File: config.mk
export PLATFORM = sky130hd
export DESIGN_NAME = sdf_filter
export DESIGN_NICKNAME = d
export VERILOG_FILES = /design/src/rtl/sdf_pkg.sv /design/src/rtl/sdf_filter.sv
export VERILOG_INCLUDE_DIRS = /design/src /design/src/rtl
export SDC_FILE = /design/constraint.sdc
export NUM_CORES = 2
export LEC_CHECK = 0
export ABC_AREA = 1
export BUFFER_PORTS_ARGS = -buffer_cell sky130_fd_sc_hd__buf_2
export CAP_MARGIN = 10
export CORE_MARGIN = 2
export CORE_UTILIZATION = 45
export CTS_CLUSTER_SIZE = 28
export DETAILED_ROUTE_END_ITERATION = 10
export GPL_ROUTABILITY_DRIVEN = 0
export HOLD_SLACK_MARGIN = 0.1
export PLACE_DENSITY = 0.65
export SYNTH_ARGS = -nofsm -noshare
export SYNTH_HDL_FRONTEND = slang
export SYNTH_SLANG_ARGS = --single-unit
File: constraint.sdc
create_clock -name clk_in -period 14.4 [get_ports clk_in]
set_input_delay 2.88 -clock clk_in [delete_from_list [all_inputs] [get_ports clk_in]]
set_output_delay 2.88 -clock clk_in [all_outputs]
set_load 0.05 [all_outputs]
File: src/rtl/sdf_cfg.svh
// Constants of the two-channel sigma-delta decimation filter.
// Summary of operation
// - Each channel averages the bitstream and yields one word per ratio count of modulator ticks.
// - Eight ratios are offered through a three-bit field, the powers of two from 128 to 16384.
// - Word rates follow the main clock, from 32 kSPS at the fastest clock to 62.5 SPS at the slowest.
// - The modulator tick, which clocks the filter input, runs at half the main clock.
// - The bitstream feeds a third-order sinc path and a fast-settling path side by side.
// - After reset the first conversions come from the fast path, a first-order averager.
// - After two fast conversions the output moves to the sinc3 path and stays there until reset.
// - For ratios 128 to 1024 the sinc3 stage decimates by the full ratio and feeds the output.
// - For ratios 2048 and up sinc3 runs at 1024, followed by a sinc1 stage decimating by 2 to 16.
// - The sinc3 stage is the cube of an N-tap moving sum over N, built as integrators and combs.
// - The response has nulls at multiples of the word rate, repeating at the modulator rate.
// - Enabling a channel, changing its input or gain, or a resync restarts its settling.
// - Settling takes 432, 816, 1584, 3120, 6192, 10288, 18480 or 34864 modulator periods.
// - Unsettled words are neither suppressed nor flagged and keep their normal ready indication.
`ifndef SDF_CFG_SVH
`define SDF_CFG_SVH
`define SDF_CTRL_ADDR   4'h0
`define SDF_STATUS_ADDR 4'h4
`define SDF_RESYNC_BIT  8
`define SDF_CTRL_RST    3'h0
`define SDF_EN_RST      2'h3
`define SDF_MOD_DIV     2
`define SDF_BASE_LEN    15'h0080
`define SDF_SINC3_MASK  14'h03FF
`define SDF_SETTLE_0    16'h01B0
`define SDF_SETTLE_1    16'h0330
`define SDF_SETTLE_2    16'h0630
`define SDF_SETTLE_3    16'h0C30
`define SDF_SETTLE_4    16'h1830
`define SDF_SETTLE_5    16'h2830
`define SDF_SETTLE_6    16'h4830
`define SDF_SETTLE_7    16'h8830
`endif

File: src/rtl/sdf_pkg.sv
// Types shared by the decimation filter.
package sdf_pkg;
  typedef enum logic [1:0] {
    SDF_FAST  = 2'b01,
    SDF_SINC3 = 2'b10
  } sdf_path_t;

  typedef struct packed {
    logic [3:0]  addr;
    logic [31:0] wdata;
    logic        wr;
    logic        rd;
  } sdf_bus_t;

  typedef struct packed {
    logic [23:0] ch1;
    logic [23:0] ch0;
  } sdf_word_t;

  typedef struct packed {
    logic                 mod_ph;
    logic [13:0]          phase;
    logic [1:0]           conv;
    sdf_path_t            path;
    logic [2:0]           osr;
    logic [1:0]           en;
    logic [1:0][31:0]     i1;
    logic [1:0][31:0]     i2;
    logic [1:0][31:0]     i3;
    logic [1:0][31:0]     d1;
    logic [1:0][31:0]     d2;
    logic [1:0][31:0]     d3;
    logic [1:0][35:0]     acc1;
    logic [1:0][15:0]     fast;
    logic [1:0][15:0]     settle;
    logic [1:0]           v;
    logic [1:0][47:0]     buf_w;
    logic                 ovr;
    logic                 data_ready_n_n;
    logic [31:0]          rd_data;
  } sdf_state_t;
endpackage

File: src/rtl/sdf_filter.sv
// Two-channel decimation filter with register port and two-entry output buffer.
//
// The placing of the registers and the strobed register port are this design's own decisions.
`timescale 1ns/1ps
`include "sdf_cfg.svh"
module sdf_filter import sdf_pkg::*; (
  input  wire logic       clk_in,
  input  wire logic       rst_n_in,
  input  wire sdf_bus_t   bus_in,
  output logic [31:0]     rd_data_out,
  input  wire logic [1:0] mod_bit_in,
  input  wire logic [1:0] cfg_change_in,
  output sdf_word_t       word_out,
  output logic            valid_out,
  input  wire logic       ready_in,
  output logic            data_ready_n_out
);
  sdf_state_t       s;
  sdf_state_t       n;
  logic             tick;
  logic             full;
  logic             dump3;
  logic             wr_ctrl;
  logic             resync;
  logic             osr_chg;
  logic             pop;
  logic [14:0]      len;
  logic [13:0]      m3;
  logic [15:0]      limit;
  logic [3:0]       k;
  logic [1:0]       restart;
  logic [1:0][31:0] x;
  logic [1:0][31:0] y1;
  logic [1:0][31:0] y2;
  logic [1:0][31:0] y3;
  logic [1:0][31:0] y3s;
  logic [1:0][35:0] s1;
  logic [1:0][31:0] fs;
  logic [47:0]      word;

  // Ratio decode: code 0 is 128 and each code doubles the length.
  // ratio code decode
  always_comb begin
    len = `SDF_BASE_LEN << s.osr;
    k   = 4'(s.osr) + 4'h7;
    m3  = (s.osr >= 3'h3) ? `SDF_SINC3_MASK : 14'(len - 15'h0001);
    unique case (s.osr)
      3'h0: limit = `SDF_SETTLE_0;
      3'h1: limit = `SDF_SETTLE_1;
      3'h2: limit = `SDF_SETTLE_2;
      3'h3: limit = `SDF_SETTLE_3;
      3'h4: limit = `SDF_SETTLE_4;
      3'h5: limit = `SDF_SETTLE_5;
      3'h6: limit = `SDF_SETTLE_6;
      3'h7: limit = `SDF_SETTLE_7;
    endcase
  end

  // Next-state logic for the whole block.
  always_comb begin
    n       = s;
    x       = '0;
    y1      = '0;
    y2      = '0;
    y3      = '0;
    y3s     = '0;
    s1      = '0;
    fs      = '0;
    word    = '0;
    restart = '0;
    tick     = s.mod_ph;
    n.mod_ph = ~s.mod_ph;
    wr_ctrl  = bus_in.wr && (bus_in.addr == `SDF_CTRL_ADDR);
    resync   = wr_ctrl && bus_in.wdata[`SDF_RESYNC_BIT];
    osr_chg  = wr_ctrl && (bus_in.wdata[2:0] != s.osr);
    if (wr_ctrl) begin
      n.osr = bus_in.wdata[2:0];
      n.en  = bus_in.wdata[5:4];
    end
    // sinc3 dumps every 1024 ticks for large ratios
    dump3 = tick && ((s.phase & m3) == m3);
    // one word per ratio count of ticks
    full  = tick && (s.phase == 14'(len - 15'h0001));
    if (tick) begin
      n.phase = full ? 14'h0000 : s.phase + 14'h0001;
    end
    // one shared phase for both channels
    if (resync || osr_chg) begin
      n.phase = 14'h0000;
    end
    // both paths run on every channel
    for (int c = 0; c < 2; c++) begin
      x[c] = mod_bit_in[c] ? 32'h0000_0001 : 32'hFFFF_FFFF;
      if (tick) begin
        n.i1[c] = s.i1[c] + x[c];
        n.i2[c] = s.i2[c] + s.i1[c];
        n.i3[c] = s.i3[c] + s.i2[c];
      end
      // combs run at the sinc3 dump rate
      y1[c] = s.i3[c] - s.d1[c];
      y2[c] = y1[c] - s.d2[c];
      y3[c] = y2[c] - s.d3[c];
      unique case (k)
        4'h7:    y3s[c] = y3[c] <<< 9;
        4'h8:    y3s[c] = y3[c] <<< 6;
        4'h9:    y3s[c] = y3[c] <<< 3;
        default: y3s[c] = y3[c];
      endcase
      // sinc1 stage sums the sinc3 words
      s1[c] = s.acc1[c] + {{4{y3s[c][31]}}, y3s[c]};
      if (dump3) begin
        n.d1[c]   = s.i3[c];
        n.d2[c]   = y1[c];
        n.d3[c]   = y2[c];
        n.acc1[c] = full ? 36'h0_0000_0000 : s1[c];
      end
      // fast path is a plain average over the ratio
      fs[c] = {{16{s.fast[c][15]}}, s.fast[c]} + x[c];
      if (tick) begin
        n.fast[c] = full ? 16'h0000 : fs[c][15:0];
      end
      // restart of settling clears the sinc state
      restart[c] = resync || osr_chg || cfg_change_in[c] || !s.en[c]
                   || (wr_ctrl && bus_in.wdata[4 + c] && !s.en[c]);
      if (restart[c]) begin
        n.i1[c]     = '0;
        n.i2[c]     = '0;
        n.i3[c]     = '0;
        n.d1[c]     = '0;
        n.d2[c]     = '0;
        n.d3[c]     = '0;
        n.acc1[c]   = '0;
        n.settle[c] = 16'h0000;
      end else if (tick && (s.settle[c] != limit)) begin
        // settling time counted in modulator periods
        n.settle[c] = s.settle[c] + 16'h0001;
      end
      if (s.path == SDF_FAST) begin
        word[24*c +: 24] = 24'((fs[c] <<< (5'd30 - 5'(k))) >>> 8);
      end else if (s.osr < 3'h4) begin
        word[24*c +: 24] = y3s[c][31:8];
      end else begin
        word[24*c +: 24] = 24'((s1[c] >>> (k - 4'hA)) >>> 8);
      end
    end
    // two fast words, then sinc3 until reset
    unique case (s.path)
      SDF_FAST: begin
        if (full) begin
          n.conv = s.conv + 2'h1;
          if (s.conv == 2'h1) begin
            n.path = SDF_SINC3;
          end
        end
      end
      SDF_SINC3: begin
        n.path = SDF_SINC3;
      end
      default: begin
        n.path = SDF_FAST;
      end
    endcase
    // Drain first so that a full buffer popped this cycle still takes the word.
    pop = s.v[0] && ready_in;
    if (pop) begin
      n.buf_w[0] = s.buf_w[1];
      n.v        = {1'b0, s.v[1]};
    end
    if (bus_in.rd && (bus_in.addr == `SDF_STATUS_ADDR)) begin
      n.ovr = 1'b0;
    end
    // every word that finds a free entry is pushed, settled or not
    if (full) begin
      if (!n.v[0]) begin
        n.buf_w[0] = word;
        n.v[0]     = 1'b1;
      end else if (!n.v[1]) begin
        n.buf_w[1] = word;
        n.v[1]     = 1'b1;
      end else begin
        n.ovr = 1'b1;
      end
    end
    n.data_ready_n_n  = ~n.v[0];
    n.rd_data = 32'h0000_0000;
    if (bus_in.rd) begin
      unique case (bus_in.addr)
        `SDF_CTRL_ADDR:   n.rd_data = {26'h000_0000, s.en, 1'b0, s.osr};
        `SDF_STATUS_ADDR: n.rd_data = {28'h000_0000, s.ovr, s.path == SDF_SINC3,
                                       s.settle[1] == limit, s.settle[0] == limit};
        default:          n.rd_data = 32'h0000_0000;
      endcase
    end
  end

  // State register; a reset always starts on the fast path.
  always_ff @(posedge clk_in or negedge rst_n_in) begin
    if (!rst_n_in) begin
      s        <= '0;
      s.path   <= SDF_FAST;
      s.osr    <= `SDF_CTRL_RST;
      s.en     <= `SDF_EN_RST;
      s.data_ready_n_n <= 1'b1;
    end else begin
      s <= n;
    end
  end

  assign rd_data_out      = s.rd_data;
  assign word_out         = s.buf_w[0];
  assign valid_out        = s.v[0];
  assign data_ready_n_out = s.data_ready_n_n;

  // Clocks since the last word, to check the word spacing.
  logic [15:0] gap;
  logic        clean;
  always_ff @(posedge clk_in or negedge rst_n_in) begin
    if (!rst_n_in) begin
      gap   <= 16'h0000;
      clean <= 1'b0;
    end else begin
      gap   <= full ? 16'h0000 : gap + 16'h0001;
      clean <= (resync || osr_chg) ? 1'b0 : (full ? 1'b1 : clean);
    end
  end
endmodule

==> impl_results.md <==
* Status: finished, final reports clean
* Pin count of the biggest net entering global routing at 156
* Type of the most critical hold path: reg -> reg
* Ys Warns at 0
* # resized after CTS at 0
* Via count at 52460
* Worst EP required at 14930 ps
* Die ar. at 126000 sq um
* Fin crit share at 68.1%
* Reg-to-Reg End: word_out[23]$_DFF_PN0_
* Fill cells at 12096
* Clock tree root driver cell: clkbuf_16
* Clock transition at path regs at 60 ps
* Gr usage total at 24.2%
* Worst R2R Start: s[460]$_DFFE_PN0P_
* Lkg Pwr at 29.5 nW
* Layout Utilization at 48.9%
* Number of flops mapped to enable cells by yosys at 0
* # nets final at 8401
* Top cell type's share of synthesized area at 29.3%
* Bufs and invs on worst path at 9
* Max Slew Vio Count at 0
* Top delay family on crit path: compound AO/OA/AOI/OAI gates
* Peak Freq at 102 MHz
* Pwr dens at 157 nW/um^2
* Critical path's slowest cell: fa_1
* Fin crit period at 9810 ps
* Worst skew pair latency at 680 ps
* GRT overflow at 0
* Layout cells sized above 1 at 5.21%
* Number of global-route vias before repair at 50168
* Initial Util at 45.4%
* RSZ-0062 raised after global routing: no
* Slew margin rel. at 9.76%
* Setup Buffers After CTS at 0
* Peak supply drop at 0.000118 V
* Seq/Total Area, Yosys at 29.5%
* TritonCTS Buffers at 83
* CP endpoint: word_out[23]$_DFF_PN0_
* Synth area leader: dfrtp_1
* Vias per cell at 5.50
* TNS Setup at 0 ps
* DR pass1 iterations at 6
* Async SR Flop Fraction at 100%
* Area of the mapped netlist at 55200 sq um
* H-tree levels at 3
* Final hold violations at 0
* I/O Buffers at 74
* Largest cells by area after synthesis: dfrtp_1 (29%), nand2_1 (13%), ha_1 (11%), o21ai_0 (6.3%), inv_1 (6.1%)
* CP Class: reg -> reg
* Die Wd at 354 microns
* Setup Skew at 34.2 ps
* Initial antenna violation count at 1
* Ports at 127
* Yosys reg bits at 650
* Drt total wl at 154000 microns
* Clock Path Buffers at 3
* Hold depth at 2
* # setup viols final at 0
* Dpl hpwl at 113000 microns
* CTS sink count at 650
* CP Max Fanout at 6
* Hold_buf cts at 0
* Routed len/inst at 16.1 microns
* Area Growth Syn to Fin at 7.81%
* Reg2reg setup slack at 4590 ps
* Cell row count at 128
* Max-cap violations at 0
* CP startpoint kind: flop
* Syn avg cell area at 6.95 sq um
* CP Depth at 55
* DRT iter0 DRCs at 3954
* Height of the die at 354 microns
* Core Footprint at 122000 sq um
* Crit path top cell by count: nand2_1
* CP arrival at 10340 ps
* Yosys cell types at 71
* CP Launch Point: s[460]$_DFFE_PN0P_
* Slowest Stage Delay on Critical Path at 420 ps
* Main synth FF type: dfrtp_1
* CP endpoint kind: flop
* Gate Count Post-Synth at 7949
* Antenna Violating Nets Remaining at 0
* Antenna fix cells at 0
* Worst-margin pin slew at 1340 ps
* Global-route wire length before repair at 255000 microns
* CTS tree: done
* FF-to-FF path depth at 55
* Remaining DRCs at 0
## power by group
| part | leakage (nW) | switching, W | total (W) | internal (W) |
|---|---|---|---|---|
| clock network | 1.43 | 0.000883 | 0.00225 | 0.00136 |
| logic | 19.3 | 0.00360 | 0.00516 | 0.00157 |
| registers | 8.77 | 0.0000554 | 0.00196 | 0.00190 |
| total | 29.5 | 0.00453 | 0.00937 | 0.00483 |
## routing by layer
metal / vias up / wire (microns) / share of wire (%) / GRT usage [%]
met5: - / 12 / 0.0078 / 0
li1: 26398 / - / - / -
met3: 288 / 8490 / 5.5 / 3.00
met1: 24428 / 71400 / 46 / 33.3
met2: 1344 / 68200 / 44 / 39.2
met4: 2 / 5410 / 3.5 / 8.56
## kinds of logic after synthesis
group           count (synthesis)  synth area share (%)
simple gates                 3252                  24.5
buf+inv                      1258                  9.23
flops                         650                  29.5
mux                            10                 0.181
other cells                     1               0.00679
compound gates               1962                  20.0
xor+xnor                      308                  4.88
fa+ha+maj                     508                  11.8
## how the worst min path moves through the flow
| stage | from | end | slack, ps |
|---|---|---|---|
| floorplan | s[105]$_DFFE_PN0P_ | s[105]$_DFFE_PN0P_ | 440 |
| global placement | s[120]$_DFFE_PN0P_ | s[120]$_DFFE_PN0P_ | 460 |
| detailed placement | s[98]$_DFFE_PN0P_ | s[98]$_DFFE_PN0P_ | 460 |
| CTS | s[98]$_DFFE_PN0P_ | s[98]$_DFFE_PN0P_ | 480 |
| global route | s[106]$_DFFE_PN0P_ | s[106]$_DFFE_PN0P_ | 500 |
| finish | s[125]$_DFFE_PN0P_ | s[125]$_DFFE_PN0P_ | 480 |
## Yosys cell counts (8+ instances only)
cell type  number
nand2_1      1969
inv_1         900
o21ai_0       695
dfrtp_1       646
a21oi_1       630
nand3_1       535
nor2_1        514
ha_1          490
xor2_1        191
clkbuf_1      190
o22ai_1       190
xnor2_1       117
o21ai_1        88
buf_4          81
o211ai_1       74
nor3_1         50
a31oi_1        45
or2_2          42
buf_2          41
nand4_1        38
o21bai_1       38
o21a_1         30
buf_1          26
nor4_1         26
o31ai_1        24
a21boi_1       22
a21o_1         21
o221ai_1       21
fa_1           18
a22o_1         15
inv_2          14
nand2_2        12
nor2_2         11
mux2i_1        10
o2111ai_1      10
a211oi_1        9
o21ai_2         9
nand3_2         8
or2_1           8
## worst reg2reg max path: cells and delay by family (launching register included)
kind            cells  cell delay (ps)
compound gates     18             3590
xor+xnor            2              380
fa+ha+maj           5             1670
buf+inv             9              750
flops               1              380
simple gates       21             2950
## cell usage in the layout (no fill, tap or decap), types with 13 or more instances in the layout
| cell type | n |
|---|---|
| o221ai_1 | 21 |
| inv_1 | 898 |
| ha_1 | 490 |
| a21o_1 | 21 |
| inv_2 | 17 |
| o21a_1 | 30 |
| nand3_1 | 535 |
| o21ai_0 | 695 |
| a21oi_1 | 630 |
| nor3_1 | 50 |
| conb_1 | 26 |
| nand2_1 | 1967 |
| nor2_1 | 507 |
| nor4_1 | 26 |
| nor2_2 | 13 |
| o21bai_1 | 38 |
| o31ai_1 | 24 |
| o21ai_1 | 88 |
| a31oi_1 | 45 |
| clkbuf_8 | 20 |
| nand4_1 | 38 |
| xnor2_1 | 116 |
| o211ai_1 | 74 |
| a22o_1 | 15 |
| clkbuf_16 | 84 |
| dfrtp_1 | 644 |
| buf_4 | 52 |
| buf_2 | 73 |
| clkbuf_1 | 17 |
| a21boi_1 | 22 |
| fa_1 | 18 |
| xor2_1 | 191 |
| nand2_2 | 14 |
| or2_2 | 42 |
| o22ai_1 | 190 |
## registers in the layout, summed over array words and instances, names as in the netlist
name,flops
s,593
word_out,48
rd_data_out,6
data_ready_n_out,1
tick,1
valid_out,1
## metrics by stage
stage	hold WS [ps]	total power, W	cell area [sq um]	cells	setup WS, ps
floorplan	444	0.00566	55300	7974	6840
global placement	457	0.00698	56600	9386	4800
detailed placement	460	0.00702	56600	9386	4670
CTS	477	0.00931	59500	9537	4620
global route	497	0.0101	59500	9539	3560
finish	477	0.00937	59500	9539	4590
## final cells by class
class	instances	area, sq um	share of cell area [%]
inverters	918	3450	5.80
well taps	1625	2030	3.41
multi-input cells	6066	34000	57.1
clock inverters	30	503	0.845
flip-flops and latches	650	16300	27.3
repair buffers	129	817	1.37
clock buffers	121	2440	4.10
(Power assumes the default switching activity.)
